**config.mk**
```make
export PLATFORM = sky130hd
export DESIGN_NAME = txs_shaper_cfg
export DESIGN_NICKNAME = d
export VERILOG_FILES = /design/src/hdl/txs_pkg.sv /design/src/hdl/txs_shaper_cfg.sv
export VERILOG_INCLUDE_DIRS = /design/src /design/src/hdl
export SDC_FILE = /design/constraint.sdc
export NUM_CORES = 1
export LEC_CHECK = 0
export BUFFER_PORTS_ARGS = -buffer_cell sky130_fd_sc_hd__buf_2
export CAP_MARGIN = 30
export CORE_ASPECT_RATIO = 0.9
export CORE_UTILIZATION = 63
export CTS_BUF_LIST = sky130_fd_sc_hd__clkbuf_8
export DETAILED_ROUTE_END_ITERATION = 8
export PLACE_DENSITY = 0.87
export SYNTH_ARGS = -nofsm -noshare
export SYNTH_HDL_FRONTEND = slang
export SYNTH_SLANG_ARGS = --single-unit
export TNS_END_PERCENT = 100
```
**constraint.sdc**
```tcl
create_clock -name CLK_IN -period 4.8 [get_ports CLK_IN]
set_input_delay 0.48 -clock CLK_IN [delete_from_list [all_inputs] [get_ports CLK_IN]]
set_output_delay 0.48 -clock CLK_IN [all_outputs]
set_load 0.02 [all_outputs]
```
**src/hdl/txs_params.svh**
```systemverilog
// Functional notes
// - firmware shaping (codes 1-3): style bits 6:4 pick falling-edge time constant.
// - table shaping (codes 4-6): falling style field picks lookup table 0 to 3.
// - style bits 2:0 give rising time constant or rising table index.
// - table shaping: rising style field picks one of four lookup tables.
// - length bit 7: one carrier cycle per state when clear, two when set.
// - the doubling acts on rising and falling edges together.
// - length bits 4:0 give active transition states, shared by both edges.
// - type B residual amplitude scales carrier linearly, 0x00 none, 0xFF full.
// - edge type bits 7:4 select the falling-edge transition style.
// - edge type bits 3:0 select rising-edge style, same code set.
// - codes 1, 2, 3 give one, two, three linear firmware-computed segments.
// - code 4 is table based with no supply adaptation.
// - code 5 is table based, supply adapted, with correction step.
// - code 6 is table based, supply adapted, without correction step.
`ifndef TXS_PARAMS_SVH
`define TXS_PARAMS_SVH
// ---------------------------------------------------------------
// register offsets
// ---------------------------------------------------------------
`define TXS_ADDR_W 16
`define TXS_OFS_KIND_TYPEA 16'h0021
`define TXS_OFS_STYLE_TYPEA 16'h0022
`define TXS_OFS_LEN_TYPEA 16'h0023
`define TXS_OFS_RESID_TYPEB 16'h0024
`define TXS_OFS_KIND_TYPEB 16'h0025
`define TXS_OFS_CTRL 16'h0030
`define TXS_OFS_STATUS 16'h0031
// ---------------------------------------------------------------
// writable bit masks and reset values
// ---------------------------------------------------------------
`define TXS_MASK_STYLE 8'h77
`define TXS_MASK_LEN 8'h9F
`define TXS_MASK_FULL 8'hFF
`define TXS_MASK_CTRL 8'h01
`define TXS_RST_KIND 8'h11
`define TXS_RST_STYLE 8'h00
`define TXS_RST_LEN 8'h00
`define TXS_RST_RESID 8'h00
`define TXS_RST_CTRL 8'h00
// ---------------------------------------------------------------
// field positions and levels
// ---------------------------------------------------------------
`define TXS_FALL_HI 7
`define TXS_FALL_LO 4
`define TXS_RISE_HI 3
`define TXS_RISE_LO 0
`define TXS_STY_FALL_HI 6
`define TXS_STY_RISE_HI 2
`define TXS_LEN_DBL_BIT 7
`define TXS_LEN_CNT_HI 4
`define TXS_CTRL_TYPEB_BIT 0
`define TXS_AMPL_FULL 8'hFF
`define TXS_AMPL_TYPEA 8'h00
`endif

```
**src/hdl/txs_pkg.sv**
```systemverilog
package txs_pkg;
	// sequencer states
	typedef enum logic [1:0] {
		TXS_IDLE = 2'b00,
		TXS_FALL = 2'b01,
		TXS_LOW = 2'b10,
		TXS_RISE = 2'b11
	} txs_state_t;
	// edge transition style codes
	typedef enum logic [3:0] {
		TXS_LIN1 = 4'h1,
		TXS_LIN2 = 4'h2,
		TXS_LIN3 = 4'h3,
		TXS_LUT_FIX = 4'h4,
		TXS_LUT_ADAPT_CORR = 4'h5,
		TXS_LUT_ADAPT = 4'h6
	} txs_kind_t;
endpackage

```
**src/hdl/txs_shaper_cfg.sv**
```systemverilog
// Implementation choice: strobed register access.
`timescale 1ns/1ps
`include "txs_params.svh"
module txs_shaper_cfg
	import txs_pkg::*;
(
	input wire logic CLK_IN,
	input wire logic RST_N_IN,
	input wire logic [15:0] ADDR_IN,
	input wire logic [7:0] WDATA_IN,
	input wire logic WR_IN,
	input wire logic RD_IN,
	output logic [7:0] RDATA_OUT,
	input wire logic CARRIER_IN,
	input wire logic MOD_IN,
	output logic [7:0] AMPL_OUT,
	output logic EDGE_ACTIVE_OUT,
	output logic EDGE_RISING_OUT,
	output logic [4:0] EDGE_STATE_OUT,
	output logic [1:0] SEGMENTS_OUT,
	output logic USE_LUT_OUT,
	output logic [1:0] LUT_SEL_OUT,
	output logic [2:0] TIME_CONST_OUT,
	output logic SUPPLY_ADAPT_OUT,
	output logic CORRECTION_OUT,
	output logic STYLE_INVALID_OUT
);

	// ---------------------------------------------------------------
	// reset release
	// ---------------------------------------------------------------
	logic rst_meta_n;
	logic rst_n;

	// two-flop release of the asynchronous reset
	always_ff @(posedge CLK_IN or negedge RST_N_IN)
	begin
		if (!RST_N_IN)
		begin
			rst_meta_n <= 1'b0;
			rst_n <= 1'b0;
		end
		else
		begin
			rst_meta_n <= 1'b1;
			rst_n <= rst_meta_n;
		end
	end

	// ---------------------------------------------------------------
	// pin synchronisers
	// ---------------------------------------------------------------
	logic car_meta;
	logic car_sync;
	logic car_prev;
	logic mod_meta;
	logic mod_sync;
	logic carrier_tick;

	// carrier and modulation pins pass two flops first
	always_ff @(posedge CLK_IN or negedge rst_n)
	begin
		if (!rst_n)
		begin
			car_meta <= 1'b0;
			car_sync <= 1'b0;
			car_prev <= 1'b0;
			mod_meta <= 1'b0;
			mod_sync <= 1'b0;
		end
		else
		begin
			car_meta <= CARRIER_IN;
			car_sync <= car_meta;
			car_prev <= car_sync;
			mod_meta <= MOD_IN;
			mod_sync <= mod_meta;
		end
	end

	assign carrier_tick = car_sync & ~car_prev; // one carrier cycle

	// ---------------------------------------------------------------
	// register file
	// ---------------------------------------------------------------
	logic [7:0] kind_typea;
	logic [7:0] style_typea;
	logic [7:0] len_typea;
	logic [7:0] resid_typeb;
	logic [7:0] kind_typeb;
	logic [7:0] ctrl;
	logic [7:0] status;
	logic [7:0] next_rdata;

	// software writes; reserved bits are masked away
	always_ff @(posedge CLK_IN or negedge rst_n)
	begin
		if (!rst_n)
		begin
			kind_typea <= `TXS_RST_KIND;
			style_typea <= `TXS_RST_STYLE;
			len_typea <= `TXS_RST_LEN;
			resid_typeb <= `TXS_RST_RESID;
			kind_typeb <= `TXS_RST_KIND;
			ctrl <= `TXS_RST_CTRL;
		end
		else if (WR_IN)
		begin
			unique case (ADDR_IN)
				`TXS_OFS_KIND_TYPEA: kind_typea <= WDATA_IN;
				`TXS_OFS_STYLE_TYPEA: style_typea <= WDATA_IN & `TXS_MASK_STYLE;
				`TXS_OFS_LEN_TYPEA: len_typea <= WDATA_IN & `TXS_MASK_LEN;
				`TXS_OFS_RESID_TYPEB: resid_typeb <= WDATA_IN & `TXS_MASK_FULL;
				`TXS_OFS_KIND_TYPEB: kind_typeb <= WDATA_IN;
				`TXS_OFS_CTRL: ctrl <= WDATA_IN & `TXS_MASK_CTRL;
				default: ;
			endcase
		end
	end

	// read mux; unmapped addresses read zero
	always_comb
	begin
		next_rdata = 8'h00;
		unique case (ADDR_IN)
			`TXS_OFS_KIND_TYPEA: next_rdata = kind_typea;
			`TXS_OFS_STYLE_TYPEA: next_rdata = style_typea;
			`TXS_OFS_LEN_TYPEA: next_rdata = len_typea;
			`TXS_OFS_RESID_TYPEB: next_rdata = resid_typeb;
			`TXS_OFS_KIND_TYPEB: next_rdata = kind_typeb;
			`TXS_OFS_CTRL: next_rdata = ctrl;
			`TXS_OFS_STATUS: next_rdata = status;
			default: next_rdata = 8'h00;
		endcase
	end

	// read data stands in the cycle after the strobe only
	always_ff @(posedge CLK_IN or negedge rst_n)
	begin
		if (!rst_n)
			RDATA_OUT <= 8'h00;
		else if (RD_IN)
			RDATA_OUT <= next_rdata;
		else
			RDATA_OUT <= 8'h00;
	end

	// ---------------------------------------------------------------
	// active setting selection
	// ---------------------------------------------------------------
	logic typeb;
	logic [7:0] kind_reg;
	logic [3:0] kind_code;
	logic [2:0] style_field;
	logic [4:0] state_count;
	logic dbl;
	logic [7:0] low_level;
	logic rising;

	assign typeb = ctrl[`TXS_CTRL_TYPEB_BIT];
	assign kind_reg = typeb ? kind_typeb : kind_typea;
	assign dbl = len_typea[`TXS_LEN_DBL_BIT];
	assign state_count = len_typea[`TXS_LEN_CNT_HI:0];
	assign low_level = typeb ? resid_typeb : `TXS_AMPL_TYPEA;

	// edge direction picks the style nibble and style field
	always_comb
	begin
		if (rising)
		begin
			kind_code = kind_reg[`TXS_RISE_HI:`TXS_RISE_LO];
			style_field = style_typea[`TXS_STY_RISE_HI:0];
		end
		else
		begin
			kind_code = kind_reg[`TXS_FALL_HI:`TXS_FALL_LO];
			style_field = style_typea[`TXS_STY_FALL_HI:`TXS_FALL_LO];
		end
	end

	// ---------------------------------------------------------------
	// edge sequencer
	// ---------------------------------------------------------------
	txs_state_t state;
	txs_state_t next_state;
	logic [4:0] step;
	logic half;
	logic state_done;

	assign rising = (state == TXS_RISE);
	// a state lasts one carrier cycle, or two when doubled
	assign state_done = carrier_tick & (~dbl | half);

	// state transitions
	always_comb
	begin
		next_state = state;
		unique case (state)
			TXS_IDLE:
				if (mod_sync)
					next_state = (state_count == 5'h00) ? TXS_LOW : TXS_FALL;
			TXS_FALL:
				if (state_done && step == state_count - 5'h01)
					next_state = TXS_LOW;
			TXS_LOW:
				if (!mod_sync)
					next_state = (state_count == 5'h00) ? TXS_IDLE : TXS_RISE;
			TXS_RISE:
				if (state_done && step == state_count - 5'h01)
					next_state = TXS_IDLE;
		endcase
	end

	// state register
	always_ff @(posedge CLK_IN or negedge rst_n)
	begin
		if (!rst_n)
			state <= TXS_IDLE;
		else
			state <= next_state;
	end

	// transition state counter and carrier half counter
	always_ff @(posedge CLK_IN or negedge rst_n)
	begin
		if (!rst_n)
		begin
			step <= 5'h00;
			half <= 1'b0;
		end
		else if (next_state != state)
		begin
			step <= 5'h00;
			half <= 1'b0;
		end
		else if (state == TXS_FALL || state == TXS_RISE)
		begin
			if (carrier_tick)
				half <= ~half & dbl;
			if (state_done)
				step <= step + 5'h01;
		end
	end

	// ---------------------------------------------------------------
	// shaper control outputs
	// ---------------------------------------------------------------
	logic is_edge;

	assign is_edge = (state == TXS_FALL) || (state == TXS_RISE);

	// style decode towards the wave shaper
	always_ff @(posedge CLK_IN or negedge rst_n)
	begin
		if (!rst_n)
		begin
			SEGMENTS_OUT <= 2'b00;
			USE_LUT_OUT <= 1'b0;
			LUT_SEL_OUT <= 2'b00;
			TIME_CONST_OUT <= 3'b000;
			SUPPLY_ADAPT_OUT <= 1'b0;
			CORRECTION_OUT <= 1'b0;
			STYLE_INVALID_OUT <= 1'b0;
		end
		else
		begin
			SEGMENTS_OUT <= 2'b00;
			USE_LUT_OUT <= 1'b0;
			LUT_SEL_OUT <= 2'b00;
			TIME_CONST_OUT <= 3'b000;
			SUPPLY_ADAPT_OUT <= 1'b0;
			CORRECTION_OUT <= 1'b0;
			STYLE_INVALID_OUT <= 1'b0;
			unique case (kind_code)
				TXS_LIN1, TXS_LIN2, TXS_LIN3:
				begin
					SEGMENTS_OUT <= kind_code[1:0];
					TIME_CONST_OUT <= style_field;
				end
				TXS_LUT_FIX:
				begin
					USE_LUT_OUT <= 1'b1;
					LUT_SEL_OUT <= style_field[1:0];
				end
				TXS_LUT_ADAPT_CORR:
				begin
					USE_LUT_OUT <= 1'b1;
					LUT_SEL_OUT <= style_field[1:0];
					SUPPLY_ADAPT_OUT <= 1'b1;
					CORRECTION_OUT <= 1'b1;
				end
				TXS_LUT_ADAPT:
				begin
					USE_LUT_OUT <= 1'b1;
					LUT_SEL_OUT <= style_field[1:0];
					SUPPLY_ADAPT_OUT <= 1'b1;
				end
				default: STYLE_INVALID_OUT <= 1'b1; // reserved code
			endcase
		end
	end

	// edge progress and steady carrier level
	always_ff @(posedge CLK_IN or negedge rst_n)
	begin
		if (!rst_n)
		begin
			AMPL_OUT <= `TXS_AMPL_FULL;
			EDGE_ACTIVE_OUT <= 1'b0;
			EDGE_RISING_OUT <= 1'b0;
			EDGE_STATE_OUT <= 5'h00;
		end
		else
		begin
			EDGE_ACTIVE_OUT <= is_edge;
			EDGE_RISING_OUT <= rising;
			EDGE_STATE_OUT <= is_edge ? step : 5'h00;
			if (state == TXS_LOW)
				AMPL_OUT <= low_level;
			else
				AMPL_OUT <= `TXS_AMPL_FULL;
		end
	end

	// status: type B flag, invalid style, direction, state
	assign status = {3'b000, typeb, STYLE_INVALID_OUT, rising, state};

endmodule // txs_shaper_cfg

```
==> summary.txt, run 1 <==
Logic synthesis
  – Post-Synth Adder-Cell Area: 0.622%
  – Number of instances in the synthesized netlist: 330
  – Average instance area after synthesis: 12.2 sq um
  – Main combinational cell family by area after synthesis: simple AND/OR/NAND/NOR gates
  – Number of distinct library cells after synthesis: 52
  – Commonest cells in the synthesized netlist: sky130_fd_sc_hd__dfrtp_1, sky130_fd_sc_hd__mux2_2, sky130_fd_sc_hd__nand2_1
  – Share of async-settable or async-resettable flops after synthesis: 100%
  – Mux cell area share after synthesis: 17.4%
  – Top cell type's share of synthesized area: 46.0%
  – Post-Synth XOR/XNOR Area: 2.83%
  – Warnings from Yosys: 0
  – Post-Synth Simple-Gate Area: 17.5%
  – EDFF count, synth: 0
  – Sequential area share after synthesis: 53.8%
  – Complex-gate fraction of the synthesized area: 5.38%
  – Count leader, synth: sky130_fd_sc_hd__dfrtp_1
  – Net Count, Synth: 362
  – Main synth FF type: sky130_fd_sc_hd__dfrtp_1
  – Summed instance area of the synthesized netlist: 4030 sq um
  – Library cell with the largest summed area after synthesis: sky130_fd_sc_hd__dfrtp_1
  – Largest cells by area after synthesis: sky130_fd_sc_hd__dfrtp_1, sky130_fd_sc_hd__mux2_2, sky130_fd_sc_hd__dfstp_2
  – Flip-flop and latch count after synthesis: 86

Floorplan
  – Width of the die: 86.3 um
  – Area of the die: 6710 sq um
  – Number of core rows: 27
  – I/O pin count: 64
  – Initial core utilization: 65.5%
  – Core Footprint: 6150 sq um
  – Die boundary height: 77.8 um

Global route
  – Number of antenna violations at the first check in global routing: 0
  – Residual overflow from global routing: 0
  – Maximum number of pins on one net before global-route repair: 44
  – Total Routing Usage GR: 29.0%
  – Vias in the first global route: 2833
  – Global-route wire length before repair: 14300 um

Layout
  – Post-route core utilization: 74.9%
  – Filler cells: 437
  – Post-layout instance count excluding filler cells: 486
  – Area overhead of the layout relative to synthesis: 14.4%
  – Number of inserted diodes: 0
  – Number of nets in the layout: 426
  – Final non-filler cell area: 4610 sq um
  – Fraction of final layout cells sized beyond drive strength 1: 37.6%

Timing
  – Highest Clock Rate: 390 MHz
  – Ratio of final minimum period to clock period: 53.5%
  – Setup repair after global routing missed its margin: no
  – Transition time of the tightest slew-check pin: 0.702 ns
  – Slew Limit Headroom: 53.2%
  – Number of pins with negative max-slew slack in the final report: 0
  – Number of hold-slack violations in the final timing report: 0
  – Final worst setup slack: 2.23 ns
  – Sum of negative setup slack: 0 ns
  – Clock skew after layout: 0.0117 ns
  – Hold Worst Slack: 0.219 ns
  – Number of setup violations in the final report: 0
  – Min cycle time layout: 2.57 ns

Place
  – Post-placement setup slack: 1.89 ns
  – Number of placed instances, taps included: 468
  – Count of input and output buffers: 63
  – Gp weighted congestion: 0.899
  – Post-DP Area: 4410 sq um
  – Placed wire-length estimate: 6460 um

Drt
  – DRT Pass-1 Iters: 5
  – Total Wirelength: 8890 um
  – Violation count after the first detailed-routing iteration: 310
  – Post-DR wirelength/cell: 18.3 um
  – Post-detailed-route DRC marker count: 0
  – Vias per inst: 6.07
  – Final antenna-violating net count: 0
  – Count of vias placed by the detailed router: 2950

Hold path
  – Hold path startpoint: CARRIER_IN
  – Hold crit path type: primary input to flop
  – Worst hold path endpoint: car_meta
  – Number of cells on the worst hold path: 1

Clocking
  – Clock-pin slew reported for the worst setup and hold paths after clock tree synthesis: 0.08 ns
  – Number of clock buffers inserted by TritonCTS: 9
  – Longest Clk Path Bufs: 2
  – Number of sinks on the clock net: 86
  – Clock root buffer master: sky130_fd_sc_hd__clkbuf_8
  – Clock latency on the worst-skew pair: 0.37 ns
  – Number of levels in the clock H-tree: 3
  – PostCTS Resize Cnt: 0
  – TritonCTS clock tree: done

Worst setup path
  – End of the worst register-to-register path: LUT_SEL_OUT[1]
  – Category of the worst setup path capture point: flop
  – Worst-case register-to-register setup slack: 2.29 ns
  – Data required time of the worst path: 5.05 ns
  – Endpoint arrival time on the critical path: 2.82 ns
  – Critical path startpoint: ADDR_IN[13]
  – Category of the critical setup timing path: primary input to flop
  – Logic depth of the worst register-to-register path: 5
  – Worst-path fanout max: 10
  – Critical Path Source Type: primary input
  – Crit Reg-Reg Startpoint: state[0]

Power and ir drop
  – Maximum vdd drop: 0.234 mV
  – Power density normalized to cell area: 278 nW/um^2
  – Leakage power of the design: 2.13 nW
  – Pwr Total: 1.28 mW

Status
  – Run status: finished clean

Job
  – Max cap viols: 0
-- sequential cells by signal, indices dropped and copies added, names as in the netlist, 3 cells and up --
signal          cells
step                5
AMPL_OUT            8
resid_typeb         8
kind_typeb          8
RDATA_OUT           8
style_typea         6
EDGE_STATE_OUT      5
len_typea           6
TIME_CONST_OUT      3
kind_typea          8
-- logic make-up after synthesis --
family	Yosys count
other cells	1
compound gates	30
xor+xnor	13
mux	59
flops	86
buf+inv	20
simple gates	119
fa+ha+maj	2
-- where the power goes --
group	switching, mW	total [mW]	internal (mW)
registers	0.0111	0.746	0.735
clock network	0.261	0.466	0.205
logic	0.0454	0.0683	0.0230
total	0.317	1.28	0.963
-- cells in the final DEF (no fill, tap or decap), types with 3 or more instances in the layout --
cell type                    n
sky130_fd_sc_hd__nor2b_1     7
sky130_fd_sc_hd__and2_1      9
sky130_fd_sc_hd__o2bb2ai_1   3
sky130_fd_sc_hd__a31oi_1     5
sky130_fd_sc_hd__a41oi_1     3
sky130_fd_sc_hd__nand3_1    21
sky130_fd_sc_hd__buf_2      63
sky130_fd_sc_hd__nor3b_1     5
sky130_fd_sc_hd__o21ai_0     3
sky130_fd_sc_hd__inv_1       6
sky130_fd_sc_hd__dfstp_2    12
sky130_fd_sc_hd__a21oi_1     6
sky130_fd_sc_hd__nand2b_1    3
sky130_fd_sc_hd__clkbuf_8   10
sky130_fd_sc_hd__xor2_1      5
sky130_fd_sc_hd__xnor2_1     8
sky130_fd_sc_hd__nor3_1      7
sky130_fd_sc_hd__nand2_1    28
sky130_fd_sc_hd__nor2_1     10
sky130_fd_sc_hd__dfrtp_1    73
sky130_fd_sc_hd__nor4_1      3
sky130_fd_sc_hd__mux2_2     37
sky130_fd_sc_hd__mux2_4      8
sky130_fd_sc_hd__mux2i_1    12
sky130_fd_sc_hd__nand4_1    10
-- critical path, cell delays in order --
cell	delay, ns
sky130_fd_sc_hd__buf_2	0.11
sky130_fd_sc_hd__or4_1	0.71
sky130_fd_sc_hd__nor4_4	0.52
sky130_fd_sc_hd__and4_1	0.65
sky130_fd_sc_hd__mux2_4	0.35
-- metal layers --
metal  vias up  part of all wire [%]  global-route usage, %  wire (um)
met4         0                   2.9                   12.7        259
met5         -                     0                      0          0
li1       1328                     -                      -          -
met3        27                   7.7                   7.87        683
met1      1450                    45                   40.8       4010
met2       145                    44                   42.5       3930
-- how the worst max path moves through the flow --
stage,depth (start not counted),to,slack (ns)
finish,5,kind_typea[1],2.23
global route,5,LUT_SEL_OUT[0],2.11
CTS,6,step[4],2.17
detailed placement,5,kind_typea[6],1.89
global placement,5,kind_typea[7],1.99
floorplan,0,CORRECTION_OUT,2.25
-- repair_timing --
item                                    CTS  global route
endpoints found under the hold margin     2             0
hold buffers                              1             0
buffers inserted                          0             0
endpoints found under the setup margin    0             0
-- area by class of cell --
type / instances / area [sq um] / share of cell area (%)
inverter: 7 / 26.3 / 0.570
tap: 87 / 109 / 2.36
clock buffer: 10 / 138 / 2.99
clock inverter: 6 / 46.3 / 1.01
timing repair buffer: 66 / 350 / 7.61
sequential: 86 / 2170 / 47.1
multi-input combinational: 224 / 1770 / 38.3
Power figures use the tool's default switching activity.
==> run 2, diff against run 1 <==
- ABC_AREA: default -> 1
- CORE_UTILIZATION: 63 -> 58
- PLACE_DENSITY: 0.87 -> 0.82
- clock period: 4.8 -> 2.6 ns (I/O delays scaled with it)
==> run 2 against run 1 <==
  * Die area grew 7.1%
  * Cell area shrank 0.54%
  * First-iteration DRC count grew 40%
  * Wire length shrank 4.2%
  * Non-clock buffer count shrank 1
  * Clock power grew 100%
  * Hold slack lost 0.20 ns
  * Largest cell class unchanged
  * Combinational power grew 150%
  * Largest power group unchanged
  * Total power grew 97%
  * Sequential power grew 88%
  * Clock skew shrank 0.0041 ns
==> summary.txt, run 2 <==
Status
  – Run status: finished clean (unchanged)

Logic synthesis
  – Count leader, synth: sky130_fd_sc_hd__nand2_1 (was sky130_fd_sc_hd__dfrtp_1)
  – Main synth FF type: sky130_fd_sc_hd__dfrtp_1 (unchanged)
  – EDFF count, synth: 0 (unchanged)
  – Largest cells by area after synthesis: sky130_fd_sc_hd__dfrtp_1, sky130_fd_sc_hd__nand2_1, sky130_fd_sc_hd__dfstp_2 (was sky130_fd_sc_hd__dfrtp_1, sky130_fd_sc_hd__mux2_2, sky130_fd_sc_hd__dfstp_2)
  – Post-Synth Adder-Cell Area: 0.630% (was 0.622%)
  – Library cell with the largest summed area after synthesis: sky130_fd_sc_hd__dfrtp_1 (unchanged)
  – Commonest cells in the synthesized netlist: sky130_fd_sc_hd__nand2_1, sky130_fd_sc_hd__dfrtp_1, sky130_fd_sc_hd__inv_1 (was sky130_fd_sc_hd__dfrtp_1, sky130_fd_sc_hd__mux2_2, sky130_fd_sc_hd__nand2_1)
  – Top cell type's share of synthesized area: 46.6% (was 46.0%)
  – Mux cell area share after synthesis: 0.504% (was 17.4%)
  – Share of async-settable or async-resettable flops after synthesis: 100% (unchanged)
  – Number of distinct library cells after synthesis: 44 (was 52)
  – Post-Synth XOR/XNOR Area: 0.881% (was 2.83%)
  – Sequential area share after synthesis: 54.5% (was 53.8%)
  – Warnings from Yosys: 0 (unchanged)
  – Post-Synth Simple-Gate Area: 21.7% (was 17.5%)
  – Flip-flop and latch count after synthesis: 86 (unchanged)
  – Complex-gate fraction of the synthesized area: 13.8% (was 5.38%)
  – Main combinational cell family by area after synthesis: simple AND/OR/NAND/NOR gates (unchanged)
  – Summed instance area of the synthesized netlist: 3980 sq um (was 4030 sq um)
  – Net Count, Synth: 479 (was 362)
  – Number of instances in the synthesized netlist: 447 (was 330)
  – Average instance area after synthesis: 8.89 sq um (was 12.2 sq um)

Floorplan
  – I/O pin count: 64 (unchanged)
  – Area of the die: 7190 sq um (was 6710 sq um)
  – Width of the die: 89.3 um (was 86.3 um)
  – Initial core utilization: 60.4% (was 65.5%)
  – Number of core rows: 28 (was 27)
  – Die boundary height: 80.5 um (was 77.8 um)
  – Core Footprint: 6590 sq um (was 6150 sq um)

Timing
  – Slew Limit Headroom: 57.0% (was 53.2%)
  – Ratio of final minimum period to clock period: 75.2%
  – Final worst setup slack: 0.646 ns (was 2.23 ns)
  – Number of pins with negative max-slew slack in the final report: 0 (unchanged)
  – Clock skew after layout: 0.00758 ns (was 0.0117 ns)
  – Min cycle time layout: 1.95 ns
  – Highest Clock Rate: 512 MHz
  – Number of setup violations in the final report: 0 (unchanged)
  – Sum of negative setup slack: 0 ns (unchanged)
  – Setup repair after global routing missed its margin: no (unchanged)
  – Number of hold-slack violations in the final timing report: 0 (unchanged)
  – Transition time of the tightest slew-check pin: 0.641 ns (was 0.702 ns)

Drt
  – Total Wirelength: 8520 um (was 8890 um)
  – Count of vias placed by the detailed router: 3208 (was 2950)
  – Post-detailed-route DRC marker count: 0 (unchanged)
  – Violation count after the first detailed-routing iteration: 434 (was 310)
  – Vias per inst: 5.28 (was 6.07)
  – Final antenna-violating net count: 0 (unchanged)
  – DRT Pass-1 Iters: 5 (unchanged)
  – Post-DR wirelength/cell: 14.0 um (was 18.3 um)

Layout
  – Fraction of final layout cells sized beyond drive strength 1: 27.6% (was 37.6%)
  – Number of nets in the layout: 545 (was 426)
  – Most frequent cells in the layout: sky130_fd_sc_hd__nand2_1, sky130_fd_sc_hd__dfrtp_1, sky130_fd_sc_hd__buf_2, sky130_fd_sc_hd__inv_1, sky130_fd_sc_hd__nor2_1 (was sky130_fd_sc_hd__dfrtp_1, sky130_fd_sc_hd__buf_2, sky130_fd_sc_hd__mux2_2, sky130_fd_sc_hd__nand2_1, sky130_fd_sc_hd__nand3_1)
  – Post-route core utilization: 69.5% (was 74.9%)
  – Area overhead of the layout relative to synthesis: 15.2% (was 14.4%)
  – Number of inserted diodes: 0 (unchanged)
  – Most common library cell in the layout ignoring fill and taps: sky130_fd_sc_hd__nand2_1 (was sky130_fd_sc_hd__dfrtp_1)

Power and ir drop
  – Power spent charging and discharging nets: 0.565 mW (was 0.317 mW)
  – Gate power share: 6.7% (was 5.3%)
  – Internal power: 1.96 mW (was 0.963 mW)
  – Share of total power consumed by net switching: 22.4% (was 24.8%)
  – Share of total power in the clock network: 37.7% (was 36.4%)
  – Maximum vdd drop: 0.315 mV (was 0.234 mV)
  – Reg power frac: 55.6% (was 58.3%)
  – Leakage power of the design: 2.36 nW (was 2.13 nW)
  – Power density normalized to cell area: 551 nW/um^2 (was 278 nW/um^2)

Worst setup path
  – Data required time of the worst path: 2.84 ns (was 5.05 ns)
  – Worst-path fanout max: 6 (was 10)
  – Category of the critical setup timing path: flop to flop (was primary input to flop)
  – Logic depth of the worst register-to-register path: 14 (was 5)
  – Category of the worst setup path capture point: flop (unchanged)
  – Critical Path Source Type: flop (was primary input)
  – Endpoint arrival time on the critical path: 2.19 ns (was 2.82 ns)

Clocking
  – Post-CTS setup buffer count: 0 (unchanged)
  – Clock-pin slew reported for the worst setup and hold paths after clock tree synthesis: 0.08 ns (about the same)
  – PostCTS Resize Cnt: 0 (unchanged)
  – Hold buffer count at cts: 1 (unchanged)
  – TritonCTS clock tree: done (unchanged)
  – Longest Clk Path Bufs: 2 (unchanged)
  – Clock root buffer master: sky130_fd_sc_hd__clkbuf_8 (unchanged)
  – Number of sinks on the clock net: 86 (unchanged)
  – Number of clock buffers inserted by TritonCTS: 9 (unchanged)
  – Clock latency on the worst-skew pair: 0.35 ns (was 0.37 ns)
  – Number of levels in the clock H-tree: 3 (unchanged)

Global route
  – Residual overflow from global routing: 0 (unchanged)
  – Total Routing Usage GR: 26.7% (was 29.0%)
  – Maximum number of pins on one net before global-route repair: 45 (was 44)
  – Global-route wire length before repair: 14000 um (was 14300 um)
  – Number of antenna violations at the first check in global routing: 0 (unchanged)
  – Vias in the first global route: 2987 (was 2833)

Place
  – Count of input and output buffers: 63 (unchanged)
  – Post-placement setup slack: 0.680 ns (was 1.89 ns)
  – Placed wire-length estimate: 6600 um (was 6460 um)
  – Gp weighted congestion: 1.05 (was 0.899)

Job
  – Max cap viols: 0 (unchanged)

Hold path
  – Hold crit path type: primary input to flop (unchanged)
  – Number of cells on the worst hold path: 1 (unchanged)
[run 2: cell count changes after synthesis, sizes merged, moves of 8 or more]
cell / before / now
nand2: 28 / 120
inv: 6 / 66
o21ai: 3 / 51
mux2: 45 / 0
nor2: 10 / 44
mux2i: 12 / 2
and2: 9 / 0
nand4: 12 / 3
clkbuf: 10 / 2
[run 2: final cells by class]
type                       count  area, sq um
multi-input combinational    284         1500
clock buffer                   9          124
clock inverter                 7         78.8
sequential                    86         2170
timing repair buffer          65          345
fill                         529         2010
inverter                      67          253
tap                           90          113
[run 2: power by group through the flow]
stage / Clock [mW] / Combinational, mW / Sequential [mW]
floorplan: 0 / 0.0666 / 1.46
global placement: 0 / 0.150 / 1.44
detailed placement: 0 / 0.169 / 1.43
CTS: 0.969 / 0.171 / 1.40
global route: 1.03 / 0.188 / 1.41
finish: 0.951 / 0.168 / 1.40
[run 2: path summary, 6_finish.rpt]
check | start | endpoint | slack (ns)
max | len_typea[0] | step[4] | 0.65
min | CARRIER_IN | car_meta | 0.02
max reg2reg | len_typea[0] | step[4] | 0.65
min reg2reg | rst_n | car_meta | 0.32
max in group asynchronous | rst_n | AMPL_OUT[3] | 1.62
min in group asynchronous | RST_N_IN | rst_n | 0.22
[run 2: layer usage]
layer  GRT usage, %  share of wire [%]  up-vias
met2           39.3                 44      149
met3           6.06                 10       24
li1               -                  -     1560
met5              0                  0        -
met4           12.4                2.8        0
met1           37.4                 42     1475
[run 2: logic make-up after synthesis]
family,count (synthesis)
other cells,1
buf+inv,77
flops,86
xor+xnor,4
compound gates,84
simple gates,191
fa+ha+maj,2
mux,2
[run 2: stage by stage]
| stage | hold slack (ns) | cells | area (sq um) | power (mW) |
|---|---|---|---|---|
| 2_1_floorplan | -0.0356 | 447 | 3980 | 1.53 |
| 6_report | 0.0192 | 608 | 4580 | 2.52 |
| 5_1_grt | 0.00820 | 608 | 4580 | 2.62 |
| 4_1_cts | 0.00787 | 608 | 4580 | 2.54 |
| 3_5_place_dp | 0.0466 | 591 | 4370 | 1.60 |
| 3_3_place_gp | 0.0452 | 590 | 4350 | 1.59 |
[run 2: worst max-delay path, cell delays in order (launching register included)]
cell	delay [ns]
sky130_fd_sc_hd__dfrtp_1	0.42
sky130_fd_sc_hd__inv_1	0.09
sky130_fd_sc_hd__ha_1	0.31
sky130_fd_sc_hd__inv_1	0.06
sky130_fd_sc_hd__nand2_1	0.05
sky130_fd_sc_hd__nand2_1	0.06
sky130_fd_sc_hd__nand3_1	0.09
sky130_fd_sc_hd__nor2_2	0.12
sky130_fd_sc_hd__nand4_2	0.14
sky130_fd_sc_hd__nand2_2	0.11
sky130_fd_sc_hd__nand3_2	0.10
sky130_fd_sc_hd__nand2_4	0.13
sky130_fd_sc_hd__inv_2	0.04
sky130_fd_sc_hd__nand3_1	0.06
sky130_fd_sc_hd__nand2_1	0.05
==> run 3, diff against run 2 <==
- clock period: 2.6 -> 1.9 ns (I/O delays scaled with it)
==> run 3 against run 2 <==
  * Via count grew 5.7%
  * Critical path depth unchanged
  * Hold slack improved by 0.11 ns
  * Sequential share of layout area is 1.6 points lower
  * Sequential cell count stayed put
  * Clock skew is 0.0051 ns higher
  * Critical endpoint is now step[2]
  * Largest power group unchanged
  * Highest routed layer unchanged
==> summary.txt, run 3 (synthesized netlist as in run 2, its figures left out) <==
Drt
  – Post-detailed-route DRC marker count: 0 (unchanged)
  – Violation count after the first detailed-routing iteration: 462 (was 434)
  – Count of vias placed by the detailed router: 3391 (was 3208)
  – DRT Pass-1 Iters: 7 (was 5)
  – Post-DR wirelength/cell: 15.1 um (was 14.0 um)
  – Final antenna-violating net count: 0 (unchanged)
  – Vias per inst: 5.47 (was 5.28)
  – Total Wirelength: 9340 um (was 8520 um)

Layout
  – Most frequent cells in the layout: sky130_fd_sc_hd__nand2_1, sky130_fd_sc_hd__dfrtp_1, sky130_fd_sc_hd__buf_2, sky130_fd_sc_hd__inv_1, sky130_fd_sc_hd__nor2_1 (unchanged)
  – Number of inserted diodes: 0 (unchanged)
  – Seq. cell area: 2170 sq um (about the same)
  – Area overhead of the layout relative to synthesis: 19.3% (was 15.2%)
  – Post-route core utilization: 72.0% (was 69.5%)
  – Fraction of final layout cells sized beyond drive strength 1: 30.9% (was 27.6%)
  – Filler cells: 506 (was 529)
  – Most common library cell in the layout ignoring fill and taps: sky130_fd_sc_hd__nand2_1 (unchanged)
  – Final non-filler cell area: 4740 sq um (was 4580 sq um)
  – Post-layout instance count excluding filler cells: 620 (was 608)
  – Number of nets in the layout: 557 (was 545)
  – Footprint of the multi-input gates: 1550 sq um (was 1500 sq um)

Power and ir drop
  – Internal power: 2.71 mW (was 1.96 mW)
  – Reg power frac: 53.8% (was 55.6%)
  – Power spent charging and discharging nets: 0.850 mW (was 0.565 mW)
  – Maximum vdd drop: 0.520 mV (was 0.315 mV)
  – Pwr Total: 3.56 mW (was 2.52 mW)
  – Share of total power in the clock network: 38.6% (was 37.7%)
  – Power density normalized to cell area: 751 nW/um^2 (was 551 nW/um^2)
  – Gate power share: 7.6% (was 6.7%)
  – Leakage power of the design: 2.43 nW (was 2.36 nW)
  – Share of total power consumed by net switching: 23.9% (was 22.4%)

Place
  – Post-DP Area: 4410 sq um (was 4370 sq um)
  – Number of placed instances, taps included: 597 (was 591)
  – Post-placement setup slack: 0.0321 ns (was 0.680 ns)
  – Count of input and output buffers: 63 (unchanged)
  – Gp weighted congestion: 1.01 (was 1.05)
  – Placed wire-length estimate: 6760 um (was 6600 um)

Floorplan
  – Initial core utilization: 60.4% (unchanged)
  – Area of the die: 7190 sq um (unchanged)
  – Core Footprint: 6590 sq um (unchanged)
  – Width of the die: 89.3 um (unchanged)
  – I/O pin count: 64 (unchanged)
  – Die boundary height: 80.5 um (unchanged)
  – Number of core rows: 28 (unchanged)

Clocking
  – Longest Clk Path Bufs: 2 (unchanged)
  – Clock-pin slew reported for the worst setup and hold paths after clock tree synthesis: 0.08 ns (about the same)
  – Number of levels in the clock H-tree: 3 (unchanged)
  – Clock latency on the worst-skew pair: 0.36 ns (was 0.35 ns)
  – Number of sinks on the clock net: 86 (unchanged)
  – Clock root buffer master: sky130_fd_sc_hd__clkbuf_8 (unchanged)
  – TritonCTS clock tree: done (unchanged)
  – Number of clock buffers inserted by TritonCTS: 9 (unchanged)

Timing
  – Number of pins with negative max-slew slack in the final report: 0 (unchanged)
  – Number of hold-slack violations in the final timing report: 0 (unchanged)
  – Sum of negative setup slack: 0 ns (unchanged)
  – Min cycle time layout: 1.87 ns (was 1.95 ns)
  – Highest Clock Rate: 534 MHz (was 512 MHz)
  – Setup repair after global routing missed its margin: yes (was no)
  – Ratio of final minimum period to clock period: 98.6% (was 75.2%)
  – Clock skew after layout: 0.0127 ns (was 0.00758 ns)
  – Number of setup violations in the final report: 0 (unchanged)
  – Final worst setup slack: 0.0262 ns (was 0.646 ns)
  – Hold Worst Slack: 0.127 ns (was 0.0192 ns)

Hold path
  – Hold path startpoint: WDATA_IN[0] (was CARRIER_IN)
  – Number of cells on the worst hold path: 3 (was 1)
  – Hold crit path type: primary input to flop (unchanged)
  – Worst hold path endpoint: ctrl[0] (was car_meta)

Worst setup path
  – Endpoint arrival time on the critical path: 2.13 ns (was 2.19 ns)
  – Category of the critical setup timing path: flop to flop (unchanged)
  – Data required time of the worst path: 2.16 ns (was 2.84 ns)
  – Worst-case register-to-register setup slack: 0.03 ns (was 0.65 ns)
  – Crit Reg-Reg Startpoint: len_typea[1] (was len_typea[0])
  – End of the worst register-to-register path: step[2] (was step[4])
  – Category of the worst setup path capture point: flop (unchanged)
  – Logic depth of the worst register-to-register path: 14 (unchanged)
  – Critical Path Source Type: flop (unchanged)
  – Worst-path fanout max: 6 (unchanged)

Global route
  – Maximum number of pins on one net before global-route repair: 41 (was 45)
  – Total Routing Usage GR: 28.5% (was 26.7%)
  – Residual overflow from global routing: 0 (unchanged)
  – Global-route wire length before repair: 15000 um (was 14000 um)
  – Vias in the first global route: 3088 (was 2987)
  – Number of antenna violations at the first check in global routing: 0 (unchanged)

Job
  – Max cap viols: 0 (unchanged)

Status
  – Run status: finished clean (unchanged)
-- run 3: cell types whose count changed in the layout (fill, tap and decap cells not counted), moves of 2 or more --
cell	previous run	this run
sky130_fd_sc_hd__buf_4	0	10
sky130_fd_sc_hd__clkinv_2	1	3
sky130_fd_sc_hd__dlygate4sd3_1	1	3
sky130_fd_sc_hd__inv_1	60	54
sky130_fd_sc_hd__inv_2	11	13
sky130_fd_sc_hd__nand3_1	14	11
sky130_fd_sc_hd__nand3_2	2	4
-- run 3: power by group through the flow --
stage               Combinational [mW]  Clock (mW)  Sequential [mW]
floorplan                       0.0912           0             2.00
global placement                 0.236           0             1.95
detailed placement               0.244           0             1.95
global route                     0.300        1.47             1.92
finish                           0.271        1.38             1.91
CTS                              0.250        1.39             1.92
-- run 3: layout make-up --
cell class / count / area share [%]
clock buffer: 9 / 2.61
inverter: 67 / 5.33
tap: 90 / 2.37
timing repair buffer: 77 / 9.29
multi-input combinational: 284 / 32.7
clock inverter: 7 / 1.90
sequential: 86 / 45.8
-- run 3: per-layer routing --
layer | track usage (%) | share of wire (%) | vias to the layer above
li1 | - | - | 1580
met1 | 41.0 | 43 | 1604
met2 | 41.9 | 47 | 180
met3 | 6.06 | 8.3 | 27
met4 | 11.3 | 2.2 | 0
met5 | 0 | 0 | -
-- run 3: worst max-delay path, stage by stage, from the launching register on --
cell,delay (ns)
sky130_fd_sc_hd__dfrtp_1,0.41
sky130_fd_sc_hd__inv_2,0.08
sky130_fd_sc_hd__ha_4,0.19
sky130_fd_sc_hd__inv_1,0.05
sky130_fd_sc_hd__nand2_1,0.05
sky130_fd_sc_hd__nand2_1,0.09
sky130_fd_sc_hd__nand3_2,0.10
sky130_fd_sc_hd__nor2_4,0.15
sky130_fd_sc_hd__nand4_4,0.11
sky130_fd_sc_hd__nand2_4,0.12
sky130_fd_sc_hd__nand3_4,0.08
sky130_fd_sc_hd__nand2_4,0.13
sky130_fd_sc_hd__nor2_2,0.05
sky130_fd_sc_hd__nand2_1,0.08
sky130_fd_sc_hd__nand2_1,0.07
-- run 3: worst max path at each step --
| stage | from | endpoint | cells past startpoint |
|---|---|---|---|
| 2_1_floorplan | len_typea[0] | half | 14 |
| 3_3_place_gp | len_typea[1] | half | 14 |
| 3_5_place_dp | len_typea[1] | step[2] | 15 |
| 4_1_cts | len_typea[1] | step[2] | 15 |
| 5_1_grt | len_typea[1] | step[2] | 14 |
| 6_report | len_typea[1] | step[2] | 14 |
-- run 3: repair_timing --
action                                 CTS  global route
setup endpoints to repair                0             7
setup buffers                            0             4
hold buffers                             3             0
resized for setup                        0            12
endpoints found under the hold margin    4             0
